<file path="config.mk">
export PLATFORM = sky130hd
export DESIGN_NAME = mppc_top
export DESIGN_NICKNAME = d
export VERILOG_FILES = /design/src/hw/mppc_pkg.sv /design/src/hw/mppc_sync.sv /design/src/hw/mppc_top.sv
export SDC_FILE = /design/constraint.sdc
export NUM_CORES = 1
export LEC_CHECK = 0
export BUFFER_PORTS_ARGS = -buffer_cell sky130_fd_sc_hd__buf_2
export CAP_MARGIN = 20
export CORE_AREA = 5 5 285 287
export DETAILED_ROUTE_END_ITERATION = 10
export DIE_AREA = 0 0 290 292
export GPL_TIMING_DRIVEN = 0
export PLACE_DENSITY = 0.57
export SLEW_MARGIN = 15
export SYNTH_ARGS = -nofsm -noshare
export SYNTH_HDL_FRONTEND = slang
export SYNTH_SLANG_ARGS = --single-unit
</file>
<file path="constraint.sdc">
create_clock -name i_mclk -period 35.8 [get_ports i_mclk]
set_input_delay 7.16 -clock i_mclk [delete_from_list [all_inputs] [get_ports i_mclk]]
set_output_delay 7.16 -clock i_mclk [all_outputs]
set_load 0.02 [all_outputs]
</file>
<file path="src/hw/mppc_pkg.sv">
package mppc_pkg;

  // ----------------------------------------------------------------
  // Port geometry
  // ----------------------------------------------------------------
  localparam int MPPC_NPORT = 9; // Ports A..H and J
  localparam int MPPC_PW = 8; // Bits per port register

  // Packed array of all pins, one byte per port
  typedef logic [MPPC_NPORT-1:0][MPPC_PW-1:0] mppc_port_arr_t;

  // ----------------------------------------------------------------
  // Port indices
  // ----------------------------------------------------------------
  localparam logic [3:0] MPPC_PORT_A = 4'h0;
  localparam logic [3:0] MPPC_PORT_B = 4'h1;
  localparam logic [3:0] MPPC_PORT_C = 4'h2;
  localparam logic [3:0] MPPC_PORT_D = 4'h3;
  localparam logic [3:0] MPPC_PORT_E = 4'h4;
  localparam logic [3:0] MPPC_PORT_F = 4'h5;
  localparam logic [3:0] MPPC_PORT_G = 4'h6;
  localparam logic [3:0] MPPC_PORT_H = 4'h7;
  localparam logic [3:0] MPPC_PORT_J = 4'h8;
  // First port that lives in the extended map
  localparam logic [3:0] MPPC_EXT_FIRST = MPPC_PORT_H;
  // Number of ports as an index-width value
  localparam logic [3:0] MPPC_NPORT_IDX = 4'h9;

  // Implemented bits per port (G has six, J has seven)
  localparam mppc_port_arr_t MPPC_PORT_MASK = {
    8'h7F, 8'hFF, 8'h3F, 8'hFF, 8'hFF, 8'hFF, 8'hFF, 8'hFF, 8'hFF
  };

  // ----------------------------------------------------------------
  // Write selectors of the core write port
  // ----------------------------------------------------------------
  localparam logic MPPC_SEL_VAL = 1'b0; // Output-value / pull-up byte
  localparam logic MPPC_SEL_DIR = 1'b1; // Direction byte

  // ----------------------------------------------------------------
  // Scan pins on port F
  // ----------------------------------------------------------------
  localparam int MPPC_SCAN_TDI_BIT = 7;
  localparam int MPPC_SCAN_TDO_BIT = 6;
  localparam int MPPC_SCAN_TMS_BIT = 5;
  localparam int MPPC_SCAN_TCK_BIT = 4;

  // ----------------------------------------------------------------
  // Reset values
  // ----------------------------------------------------------------
  // Pull-ups of the scan input pins stay on through reset
  localparam logic [7:0] MPPC_F_PU_RST = 8'hB0;

endpackage : mppc_pkg

</file>
<file path="src/hw/mppc_sync.sv">
`timescale 1ns/10ps
`default_nettype none

module mppc_sync (
  input wire logic i_mclk,
  input wire logic i_rst,
  input wire mppc_pkg::mppc_port_arr_t i_pin,
  output logic [mppc_pkg::MPPC_NPORT-1:0][mppc_pkg::MPPC_PW-1:0] o_pin_sync
);
  import mppc_pkg::*;

  // ----------------------------------------------------------------
  // State
  // ----------------------------------------------------------------
  // Two flip-flop stages per pin; stage one feeds stage two only
  typedef struct packed {
    mppc_port_arr_t s1; // First stage, may be metastable
    mppc_port_arr_t s2; // Second stage, safe to read
  } mppc_sync_st_t;

  mppc_sync_st_t st_q; // Registered state
  mppc_sync_st_t st_d; // Next state

  // Next-state logic: shift pin levels through both stages
  always_comb begin
    st_d = st_q;
    st_d.s1 = i_pin;
    st_d.s2 = st_q.s1;
  end

  // State register, cleared asynchronously
  always_ff @(posedge i_mclk or posedge i_rst) begin
    if (i_rst) begin
      st_q <= '0;
    end else begin
      st_q <= st_d;
    end
  end

  // Synchronised pin levels
  assign o_pin_sync = st_q.s2;
endmodule : mppc_sync

`default_nettype wire

</file>
<file path="src/hw/mppc_top.sv">
// Operation
// - Ports A-F and H: eight bidirectional pins
// - Port G has six pins, bits 5-0
// - Port J has seven pins, bits 6-0
// - Every pin has its own pull-up enable
// - Reset tri-states all pins, clock not needed
// - Scan enabled: F7, F5, F4 pull-ups stay on
// - Port F feeds converter, else plain pins
// - Scan interface takes over its port F pins
// - Long enough reset pulse resets without clock
// - Enabled peripheral takes pin from general use
// - Extended-map ports refuse short I/O accesses
`timescale 1ns/10ps
`default_nettype none

module mppc_top (
  input wire logic i_mclk,
  input wire logic i_rst,
  // Core write port
  input wire logic i_wr,
  input wire logic [3:0] i_wr_port,
  input wire logic i_wr_sel,
  input wire logic [7:0] i_wr_data,
  input wire logic i_wr_short,
  // Peripheral overrides
  input wire mppc_pkg::mppc_port_arr_t i_alt_en,
  input wire mppc_pkg::mppc_port_arr_t i_alt_oe,
  input wire mppc_pkg::mppc_port_arr_t i_alt_out,
  // Converter channel use on port F
  input wire logic [7:0] i_adc_sel,
  // Scan interface
  input wire logic i_scan_en,
  input wire logic i_scan_tdo,
  input wire logic i_scan_tdo_en,
  output logic o_scan_tck,
  output logic o_scan_tms,
  output logic o_scan_tdi,
  // Pins
  input wire mppc_pkg::mppc_port_arr_t i_pin_in,
  output mppc_pkg::mppc_port_arr_t o_pin_out,
  output mppc_pkg::mppc_port_arr_t o_pin_oe,
  output mppc_pkg::mppc_port_arr_t o_pin_pu,
  // Sampled pin levels and stored control bytes
  output mppc_pkg::mppc_port_arr_t o_pin_val,
  output mppc_pkg::mppc_port_arr_t o_val_rd,
  output mppc_pkg::mppc_port_arr_t o_dir_rd
);
  import mppc_pkg::*;

  // ----------------------------------------------------------------
  // State
  // ----------------------------------------------------------------
  // All module state in one record
  typedef struct packed {
    mppc_port_arr_t val; // Output value or pull-up select
    mppc_port_arr_t dir; // Direction, one drives
    mppc_port_arr_t pout; // Registered pin output level
    mppc_port_arr_t oe; // Registered pin output enable
    mppc_port_arr_t pu; // Registered pull-up enable
    mppc_port_arr_t pin; // Registered sampled pin level
    logic [2:0] scan; // Scan inputs {tdi, tms, tck}
  } mppc_top_st_t;

  mppc_top_st_t st_q; // Registered state
  mppc_top_st_t st_d; // Next state
  mppc_port_arr_t pin_sync; // Pins after two flip-flops
  logic wr_ok; // Write accepted this cycle

  // ----------------------------------------------------------------
  // Pin input synchroniser
  // ----------------------------------------------------------------
  mppc_sync u_sync (
    .i_mclk(i_mclk),
    .i_rst(i_rst),
    .i_pin(i_pin_in),
    .o_pin_sync(pin_sync)
  );

  // ----------------------------------------------------------------
  // Write qualification
  // ----------------------------------------------------------------
  // Index in range; short accesses to extended ports dropped
  always_comb begin
    wr_ok = i_wr && (i_wr_port < MPPC_NPORT_IDX);
    if (i_wr_short && (i_wr_port >= MPPC_EXT_FIRST)) begin
      wr_ok = 1'b0;
    end
  end

  // ----------------------------------------------------------------
  // Next-state logic
  // ----------------------------------------------------------------
  // Control bytes, then per-pin drive, pull-up and sampling
  always_comb begin
    logic oe_v; // Pin enable for this bit
    logic out_v; // Pin level for this bit
    logic pu_v; // Pull-up for this bit
    logic ana_v; // Pin used by the converter
    oe_v = 1'b0;
    out_v = 1'b0;
    pu_v = 1'b0;
    ana_v = 1'b0;
    st_d = st_q;
    // Store the addressed byte, unimplemented bits held at zero
    if (wr_ok) begin
      if (i_wr_sel == MPPC_SEL_DIR) begin
        st_d.dir[i_wr_port] = i_wr_data & MPPC_PORT_MASK[i_wr_port];
      end else begin
        st_d.val[i_wr_port] = i_wr_data & MPPC_PORT_MASK[i_wr_port];
      end
    end
    // Every pin of every port; port F adds converter and scan overrides
    for (int p = 0; p < MPPC_NPORT; p++) begin
      for (int b = 0; b < MPPC_PW; b++) begin
        // General purpose: drive when direction set
        oe_v = st_q.dir[p][b];
        out_v = st_q.val[p][b];
        // Pull-up per bit: input with value bit set
        pu_v = ~st_q.dir[p][b] & st_q.val[p][b];
        ana_v = 1'b0;
        // Enabled peripheral owns the pin
        if (i_alt_en[p][b]) begin
          oe_v = i_alt_oe[p][b];
          out_v = i_alt_out[p][b];
          pu_v = 1'b0;
        end
        if (p == int'(MPPC_PORT_F)) begin
          // Converter channel: digital side released
          if (i_adc_sel[b]) begin
            oe_v = 1'b0;
            out_v = 1'b0;
            pu_v = 1'b0;
            ana_v = 1'b1;
          end
          // Scan interface owns its four pins
          if (i_scan_en) begin
            if (b == MPPC_SCAN_TDO_BIT) begin
              oe_v = i_scan_tdo_en;
              out_v = i_scan_tdo;
              pu_v = 1'b0;
            end else if (b == MPPC_SCAN_TDI_BIT ||
                         b == MPPC_SCAN_TMS_BIT ||
                         b == MPPC_SCAN_TCK_BIT) begin
              oe_v = 1'b0;
              out_v = 1'b0;
              pu_v = 1'b1;
              ana_v = 1'b0;
            end
          end
        end
        // Missing bits of G and J never drive or read
        st_d.oe[p][b] = oe_v & MPPC_PORT_MASK[p][b];
        st_d.pout[p][b] = out_v & MPPC_PORT_MASK[p][b];
        st_d.pu[p][b] = pu_v & MPPC_PORT_MASK[p][b];
        // Sampled level is readable whatever the direction
        st_d.pin[p][b] = pin_sync[p][b] & MPPC_PORT_MASK[p][b] &
                         ~ana_v;
      end
    end
    // Scan inputs pass on only while the interface is enabled
    if (i_scan_en) begin
      st_d.scan = {pin_sync[MPPC_PORT_F][MPPC_SCAN_TDI_BIT],
                   pin_sync[MPPC_PORT_F][MPPC_SCAN_TMS_BIT],
                   pin_sync[MPPC_PORT_F][MPPC_SCAN_TCK_BIT]};
    end else begin
      st_d.scan = 3'h0;
    end
  end

  // ----------------------------------------------------------------
  // State register
  // ----------------------------------------------------------------
  // Reset tri-states every pin at once, with or without a clock;
  // only the scan input pull-ups stay on
  always_ff @(posedge i_mclk or posedge i_rst) begin
    if (i_rst) begin
      st_q <= '0;
      st_q.pu[MPPC_PORT_F] <= MPPC_F_PU_RST;
    end else begin
      st_q <= st_d;
    end
  end

  // ----------------------------------------------------------------
  // Outputs
  // ----------------------------------------------------------------
  assign o_pin_out = st_q.pout;
  assign o_pin_oe = st_q.oe;
  assign o_pin_pu = st_q.pu;
  assign o_pin_val = st_q.pin;
  assign o_val_rd = st_q.val;
  assign o_dir_rd = st_q.dir;
  assign o_scan_tdi = st_q.scan[2];
  assign o_scan_tms = st_q.scan[1];
  assign o_scan_tck = st_q.scan[0];
endmodule : mppc_top

`default_nettype wire

</file>
==> flow_summary_export.csv, run 1 <==
group,metric,value,unit
synthesis,ys_types,33,
power,power,1.62,mW
grt,grt_pass1_vias,13100,
synthesis,yosysSeqAreaShare,76.9,%
power,max-vdd-ir-drop,0.0000318,V
placed_design,place_hpwl,46.3,mm
clocking,cts_tree,"done",
synthesis,ys_warn_count,0,
critical_path,cp_cell_sequence,"buf_2, nor2b_1, clkbuf_1, a21oi_1, clkbuf_1, mux2_2",
power,p_leak,13.0,nW
drt,post_drt_wl_per_cell,20.3,um
synthesis,synth_top_family_by_area,"multiplexers",
synthesis,synth_fa_ha_area_share,0,%
grt,grt_use_total,13.5,%
synthesis,synth_area_leaders,"dfrtp_1, mux2_2, nor3b_1",
timing,rsz0062_at_grt,"no",
drt,vias,11600,
critical_path,critPathKind,"primary input to flop",
synthesis,syn-instance-count,1011,
clocking,clock_sinks,561,
synthesis,syn_area_per_cell,18.1,sq um
synthesis,netlist_top_cells_count,"dfrtp_1, mux2_2, nor3b_1, nand2_1, buf_4",
power,pwr-share-clk,38.8,%
power,power_switching,0.453,mW
clocking,numCtsBuffers,59,
clocking,h-tree-depth,2,
floorplan,initial_utilization,23.3,%
synthesis,yosys-mux-area-fraction,16.6,%
timing,setup_viol,0,
critical_path,required,36.35,ns
power,p_comb_share,15.2,%
clocking,postCtsSetupRepairBufs,0,
grt,antenna_found_initial,3,
critical_path,cp.arrival,9.39,ns
timing,skew,0.00939,ns
drt,postRouteAntennaNets,0,
synthesis,yosysTopAreaCellShare,76.5,%
synthesis,yosysTopAreaCell,"dfrtp_1",
synthesis,synth-simple-area-share,4.89,%
floorplan,die_y,292,um
outcome,status,"finished, final reports clean",
floorplan,die_w,290,um
synthesis,synthesis.area,18300,sq um
drt,route.detailed.drc,0,
final_layout,drive_above_1_share,60.1,%
drt,firstDrtPassIters,4,
min_path,min-delay-start,"u_sync.o_pin_sync[64]$_DFF_PP0_",
final_layout,fillers,7841,
power,internal_power,1.17,mW
clocking,postCtsResizedCells,0,
timing,fmax,113,MHz
final_layout,stdcell_area,25500,sq um
placed_design,place_congestion,0.846,
min_path,hp-class,"flop to flop",
timing,drv_slew,0,
floorplan,rows,103,
grt,grt.overflow.total,0,
clocking,holdBufCountCts,0,
clocking,root_buffer,"clkbuf_16",
synthesis,synth_xor_area_share,0,%
critical_path,reg2reg_from,"o_dir_rd[45]$_DFFE_PP0P_",
critical_path,endpoint_kind,"flop",
drt,drt_first_iter_violations,359,
critical_path,cp-startpoint,"i_wr_port[1]",
grt,grt_pass1_wl,87.2,mm
placed_design,port_buffers,724,
floorplan,core,78400,sq um
final_layout,area_delta_synth_final,39.7,%
timing,worst_pin_slew,1.04,ns
synthesis,synth_async_sr_flop_share,100,%
final_layout,utilization,32.6,%
critical_path,critical-path-top-delay-family,"buffers and inverters",
timing,max_slew_margin,30.4,%
placed_design,dpl_cell_area,23500,sq um
flow_run,cap_violations,0,
critical_path,max_stage_delay,0.73,ns
synthesis,synthFlopType,"dfrtp_1",
synthesis,synth.most_common_cell,"dfrtp_1",
critical_path,critPathMaxFanout,11,
critical_path,worstPathBufferInverterCount,3,
timing,hold_violations,0,
drt,vias_per_cell,3.99,
clocking,clockBufferDepth,3,
timing,tns,0,ns
power,seqPwrFrac,46.1,%
synthesis,synth_compound_area_share,0.603,%
critical_path,critPathLaunchType,"primary input",
critical_path,cp_slowest_cell,"a21oi_1",
grt,grt_start_max_net_pins,119,
timing,fin_crit,8.84,ns
power,swShare,28.0,%
drt,routed_wl,59.3,mm
synthesis,synth.ff_latch_count,561,
final_layout,fin_nets,2132,
floorplan,boundaryPins,751,
clocking,path_clk_slew,0.06,ns
clocking,worst_skew_pair.late_latency,0.61,ns
power,powerDensity,63.5,nW/um^2
floorplan,die_area,84700,sq um
synthesis,synth_edf_count,0,
critical_path,worst_path_most_repeated_cell,"clkbuf_1",
timing,period_share,24.7,%
## state kept, by name, summed over array words and instances (netlist names)
register           count
o_scan_tdi             1
o_pin_out             69
o_pin_val             69
o_scan_tck             1
o_dir_rd              72
u_sync.o_pin_sync     69
o_val_rd              72
o_pin_oe              69
u_sync.st_d           69
o_pin_pu              69
o_scan_tms             1
## power groups by stage
stage          sequential, mW  clock [mW]  combinational, mW
2_1_floorplan           0.816           0             0.0658
3_3_place_gp            0.758           0              0.244
3_5_place_dp            0.758           0              0.250
4_1_cts                 0.748       0.651              0.251
5_1_grt                 0.754       0.679              0.264
6_report                0.746       0.628              0.246
## layer usage
| layer | vias to the layer above | part of all wire [%] | track usage, % |
|---|---|---|---|
| li1 | 5111 | - | - |
| met3 | 90 | 7.9 | 4.72 |
| met2 | 485 | 50 | 23.3 |
| met1 | 5952 | 39 | 16.0 |
| met4 | 2 | 2.8 | 4.01 |
| met5 | - | 0.024 | 0 |
## final timing paths
kind,to,slack [ns],cells after the start
max,o_val_rd[31]$_DFFE_PP0P_,26.96,6
min in group asynchronous,u_sync.o_pin_sync[33]$_DFF_PP0_,6.64,2
max reg2reg,o_pin_pu[45]$_DFF_PP1_,34.64,1
min reg2reg,o_pin_val[64]$_DFF_PP0_,0.34,0
min,o_pin_val[64]$_DFF_PP0_,0.34,0
max in group asynchronous,o_dir_rd[64]$_DFFE_PP0P_,27.39,5
## layout make-up
| type | count | area [sq um] | share of cell area (%) |
|---|---|---|---|
| diodes | 4 | 10.0 | 0.0392 |
| plain buffers | 26 | 149 | 0.584 |
| clock buffers | 80 | 1670 | 6.53 |
| clock inverters | 29 | 377 | 1.48 |
| inverters | 7 | 33.8 | 0.132 |
| multi-input cells | 428 | 4110 | 16.1 |
| flip-flops and latches | 561 | 14000 | 55.1 |
| well taps | 1050 | 1310 | 5.15 |
| repair buffers | 733 | 3810 | 14.9 |
## per-stage QoR
step / instances / setup WS, ns / hold WS (ns)
floorplan: 1022 / 12.96 / 0.331
global placement: 2796 / 7.78 / 0.331
detailed placement: 2805 / 26.04 / 0.335
CTS: 2914 / 26.71 / 0.340
global route: 2914 / 26.63 / 0.348
finish: 2918 / 26.96 / 0.344
## cells by family (layout without fill, tap and decap cells)
group / count (synthesis) / after routing
muxes: 271 / 271
buffers and inverters: 33 / 875
and+or+nand+nor: 129 / 129
other: 1 / 16
AOI/OAI and AO/OA: 16 / 16
DFF: 561 / 561
## cell usage in the layout (no fill, tap or decap), drive strengths merged, types with 6 or more instances in the layout
master	synthesis	layout
and2	7	7
buf	17	750
bufinv	0	6
clkbuf	9	89
clkinv	0	17
conb	1	12
dfrtp	558	558
inv	7	8
mux2	260	260
mux2i	11	11
nand2	16	16
nand2b	6	6
nor2b	11	11
nor3	12	12
nor3b	64	64
No activity file was read; power rests on OpenSTA's default activity.
==> inputs of run 2 (changes only) <==
- ABC_AREA: default -> 1
- CORE_AREA: 5 5 285 287 -> 5 5 292 294
- DIE_AREA: 0 0 290 292 -> 0 0 297 299
- PLACE_DENSITY: 0.57 -> 0.56
- clock period: 35.8 -> 8.7 ns (I/O delays scaled with it)
==> flow_summary_export.csv, run 2 <==
group,metric,value,unit
timing,setup_viol,0,
drt,vias_per_cell,4.14,
floorplan,die_w,297,um
grt,grt_pass1_vias,15500,
final_layout,drive_above_1_share,36.0,%
synthesis,synthesis.area,19100,sq um
timing,max_slew_margin,18.1,%
drt,vias,15000,
critical_path,reg2reg_from,"o_val_rd[47]$_DFFE_PP0P_",
timing,timing.hold.ws,0.343,ns
flow_run,cap_violations,0,
drt,route.detailed.drc,0,
final_layout,fin_nets,2817,
clocking,postCtsSetupRepairBufs,0,
timing,worst_pin_slew,1.23,ns
synthesis,syn-instance-count,1689,
synthesis,synthFlopType,"dfrtp_1",
placed_design,port_buffers,718,
synthesis,synth_edf_count,0,
critical_path,endpoint_kind,"flop",
drt,postRouteAntennaNets,0,
synthesis,ys_types,27,
critical_path,critPathKind,"primary input to flop",
grt,grt_use_total,16.2,%
clocking,path_clk_slew,0.06,ns
clocking,h-tree-depth,2,
grt,grt_pass1_wl,107,mm
floorplan,die_area,88800,sq um
synthesis,ys_warn_count,0,
critical_path,cp.arrival,3.86,ns
timing,period_share,38.0,%
grt,antenna_found_initial,12,
synthesis,yosysSeqAreaShare,73.5,%
timing,skew,0.0168,ns
clocking,holdBufCountCts,0,
floorplan,core,82600,sq um
floorplan,rows,106,
synthesis,synth.ff_latch_count,561,
clocking,clockBufferDepth,3,
timing,rsz0062_at_grt,"no",
floorplan,boundaryPins,751,
timing,hold_violations,0,
final_layout,final_common_cell,"buf_2",
grt,grt_start_max_net_pins,38,
drt,drt_first_iter_violations,725,
synthesis,synth.most_common_cell,"nand2_1",
synthesis,yosysTopAreaCellShare,73.0,%
synthesis,netlist_top_cells_count,"nand2_1, dfrtp_1, nand4_1, inv_1, nor2_1",
timing,tns,0,ns
clocking,numCtsBuffers,61,
clocking,worst_skew_pair.late_latency,0.63,ns
clocking,clock_sinks,561,
synthesis,synth_area_leaders,"dfrtp_1, nand2_1, nand4_1",
clocking,cts_tree,"done",
grt,grt.overflow.total,0,
drt,firstDrtPassIters,5,
critical_path,cp-startpoint,"i_wr_data[0]",
power,max-vdd-ir-drop,0.000157,V
placed_design,place_congestion,0.864,
synthesis,synth_async_sr_flop_share,100,%
final_layout,layout.cells.non_filler,3630,
critical_path,critPathMaxFanout,10,
floorplan,initial_utilization,23.1,%
timing,drv_slew,0,
floorplan,die_y,299,um
timing,fin_crit,3.30,ns
placed_design,pre_cts_slack,4.80,ns
synthesis,yosysTopAreaCell,"dfrtp_1",
critical_path,critPathLaunchType,"primary input",
power,p_leak,15.0,nW
timing,worst_slack,5.40,ns
drt,routed_wl,74.0,mm
timing,fmax,303,MHz
drt,post_drt_wl_per_cell,20.4,um
placed_design,dp_cells,3518,
min_path,min-delay-start,"u_sync.st_d[2]$_DFF_PP0_",
power,powerDensity,242,nW/um^2
outcome,status,"finished, final reports clean",
final_layout,area_delta_synth_final,39.0,%
synthesis,syn_area_per_cell,11.3,sq um
min_path,hp-class,"flop to flop",
clocking,root_buffer,"clkbuf_16",
final_layout,final_cell_mix,"buf_2, nand2_1, dfrtp_1, nand4_1, nor2_1",
placed_design,place_hpwl,58.4,mm
clocking,postCtsResizedCells,0,
critical_path,required,9.26,ns
==> run 2: power breakdown <==
part	internal, mW	switching [mW]
Clock	1.57	1.08
Sequential	2.80	0.152
Combinational	0.259	0.565
==> run 2: cell type report <==
cell class                      instances  area [sq um]
Inverter                               96           364
Timing Repair Buffer                  738          3990
Tap cell                             1080          1350
Clock buffer                           84          1720
Antenna cell                            2          5.00
Buffer                                 71           398
Multi-Input combinational cell        972          4360
Fill cell                            8499         56100
Clock inverter                         26           343
Sequential cell                       561         14000
==> run 2: cell families after synthesis <==
family	share of synthesized area, %
buffers and inverters	3.97
other	0.0196
AOI/OAI and AO/OA	0.726
and+or+nand+nor	21.7
DFF	73.5
muxes	0.157
==> run 2: worst paths after layout <==
path	endpoint	slack [ns]	cells past startpoint
setup / recovery	o_val_rd[48]$_DFFE_PP0P_	5.40	4
hold / removal	u_sync.o_pin_sync[2]$_DFF_PP0_	0.34	0
setup reg to reg	o_pin_pu[47]$_DFF_PP1_	7.65	2
hold reg to reg	u_sync.o_pin_sync[2]$_DFF_PP0_	0.34	0
max in group asynchronous	o_pin_pu[44]$_DFF_PP1_	6.05	8
min in group asynchronous	o_pin_val[22]$_DFF_PP0_	1.20	3
==> run 2: metrics by stage <==
stage | total power [mW] | instance area (sq um) | utilization (%)
floorplan | 3.38 | 19200 | -
global placement | 3.82 | 24100 | 29.2
detailed placement | 3.84 | 24500 | 29.7
CTS | 6.53 | 26600 | 32.2
global route | 6.72 | 26600 | 32.2
finish | 6.43 | 26600 | 32.2
==> run 2: layer usage <==
| layer | track usage (%) | up-vias | part of all wire, % |
|---|---|---|---|
| met2 | 27.2 | 631 | 48 |
| met4 | 4.48 | 16 | 2.8 |
| met3 | 6.01 | 124 | 8.9 |
| li1 | - | 6990 | - |
| met1 | 19.6 | 7279 | 40 |
| met5 | 0 | - | 0.14 |
==> run 2: critical path, stage by stage <==
cell	delay [ns]
clkbuf_1	0.87
clkbuf_1	0.88
nand4_1	0.22
nand2_1	0.12
==> inputs of run 3 (changes only) <==
- CORE_AREA: 5 5 292 294 -> 5 5 287 289
- DIE_AREA: 0 0 297 299 -> 0 0 292 294
- PLACE_DENSITY: 0.56 -> 0.59
- clock period: 8.7 -> 2.9 ns (I/O delays scaled with it)
==> flow_summary_export.csv, run 3 (synthesis gave the netlist of run 2 again) <==
group,metric,value,unit
placed_design,port_buffers,718,
final_layout,final_cell_mix,"buf_2, nand2_1, dfrtp_1, nand4_1, nor2_1",
critical_path,cp_cell_sequence,"dlygate4sd3_1, buf_2, clkinvlp_4, buf_12, buf_12, buf_12, buf_12, buf_12, buf_16",
critical_path,required,3.62,ns
final_layout,stdcell_area,26800,sq um
critical_path,critPathMaxFanout,35,
clocking,worst_skew_pair.late_latency,0.61,ns
drt,vias_per_cell,4.18,
critical_path,worst_path_most_repeated_cell,"buf_12",
floorplan,die_area,85800,sq um
power,power,20.0,mW
critical_path,cp_slowest_cell,"dlygate4sd3_1",
clocking,h-tree-depth,3,
outcome,status,"finished, final reports clean",
grt,grt_pass1_vias,15800,
final_layout,area_delta_synth_final,40.4,%
timing,max_slew_margin,20.0,%
final_layout,final_common_cell,"buf_2",
floorplan,core,79600,sq um
floorplan,die_y,294,um
timing,rsz0062_at_grt,"no",
clocking,numCtsBuffers,67,
drt,drt_first_iter_violations,698,
drt,postRouteAntennaNets,0,
clocking,clockBufferDepth,3,
floorplan,rows,104,
critical_path,critPathLaunchType,"primary input",
timing,fin_crit,2.31,ns
grt,antenna_found_initial,16,
timing,worst_pin_slew,1.20,ns
timing,hold_violations,0,
critical_path,max_stage_delay,0.53,ns
grt,grt_start_max_net_pins,37,
drt,vias,15200,
timing,period_share,79.8,%
critical_path,critPathKind,"primary input to asynchronous set/reset pin",
clocking,root_buffer,"clkbuf_16",
critical_path,reg2reg_from,"o_dir_rd[46]$_DFFE_PP0P_",
critical_path,worstPathBufferInverterCount,9,
timing,tns,0,ns
final_layout,fin_nets,2825,
final_layout,drive_above_1_share,36.1,%
power,powerDensity,745,nW/um^2
clocking,cts_tree,"done",
critical_path,critical-path-top-delay-family,"buffers and inverters",
floorplan,initial_utilization,24.0,%
critical_path,cp.arrival,3.04,ns
grt,grt.overflow.total,0,
min_path,min-delay-start,"i_pin_in[62]",
floorplan,boundaryPins,751,
power,max-vdd-ir-drop,0.000364,V
timing,setup_viol,0,
final_layout,utilization,33.7,%
drt,route.detailed.drc,0,
clocking,postCtsSetupRepairBufs,0,
placed_design,place_hpwl,57.3,mm
clocking,path_clk_slew,0.06,ns
grt,grt_use_total,16.9,%
drt,firstDrtPassIters,5,
critical_path,endpoint_kind,"asynchronous set/reset pin",
grt,grt_pass1_wl,107,mm
drt,post_drt_wl_per_cell,20.5,um
critical_path,cp-startpoint,"i_rst",
timing,fmax,432,MHz
timing,drv_slew,0,
placed_design,dpl_cell_area,24500,sq um
drt,routed_wl,74.5,mm
clocking,clock_sinks,561,
floorplan,die_w,292,um
flow_run,cap_violations,0,
power,p_leak,15.1,nW
min_path,hp-class,"primary input to flop",
placed_design,place_congestion,0.886,
timing,skew,0.0214,ns
run 3: cell types whose count changed in the layout (fill, tap and decap cells not counted), moves of 3 or more:
cell       before  now
clkbuf_16      61   68
diode_2         2    9
clkinv_2       11    6
clkbuf_1       36   40
clkbuf_2        0    4
clkbuf_8       11    7
clkinv_8        1    4
run 3: worst paths after layout:
check	end	slack, ns	depth (start not counted)
hold reg to reg	u_sync.o_pin_sync[58]$_DFF_PP0_	0.34	0
min in group asynchronous	u_sync.st_d[61]$_DFF_PP0_	0.57	3
max in group i_mclk	o_val_rd[13]$_DFFE_PP0P_	0.77	4
hold / removal	u_sync.st_d[62]$_DFF_PP0_	0.07	1
setup / recovery	o_pin_pu[44]$_DFF_PP1_	0.59	9
setup reg to reg	o_pin_oe[46]$_DFF_PP0_	1.95	2
run 3: worst reg2reg max path, cell delays in order (launching register included):
cell	delay (ns)
dfrtp_1	0.46
nor2_1	0.08
o41ai_1	0.30
run 3: layout make-up:
cell class,instances,area [sq um]
sequential,561,14000
clock inverter,25,425
buffer,71,403
timing repair buffer,740,4020
tap,1060,1330
clock buffer,95,1870
fill,8098,52800
inverter,96,364
multi-input combinational,972,4360
antenna,9,22.5
run 3: repair_timing:
item | 4_1_cts | 5_1_grt
resized for setup | 0 | 0
endpoints found under the hold margin | 16 | 0
hold buffers | 1 | 0
run 3: metal layers:
metal	GRT usage (%)	share of wire [%]	vias to the layer above
met5	0	0.10	-
met4	6.19	3.8	12
met3	6.23	9.0	153
met2	28.5	49	670
met1	19.7	39	7311
li1	-	-	7034
run 3: metrics by stage:
stage | cells | hold slack [ns] | worst slack [ns]
detailed placement | 3499 | 0.335 | 0.106
global placement | 3478 | 0.331 | -8.77
CTS | 3620 | 0.0109 | 0.536
finish | 3629 | 0.0694 | 0.586
global route | 3620 | 0.0267 | 0.328
floorplan | 1700 | 0.331 | -5.32
run 3: where the power goes:
group          internal (mW)  leakage [nW]  switching, mW
combinational          0.782          6.86           1.71
sequential              8.41          7.11          0.439
clock                   5.27          1.11           3.39
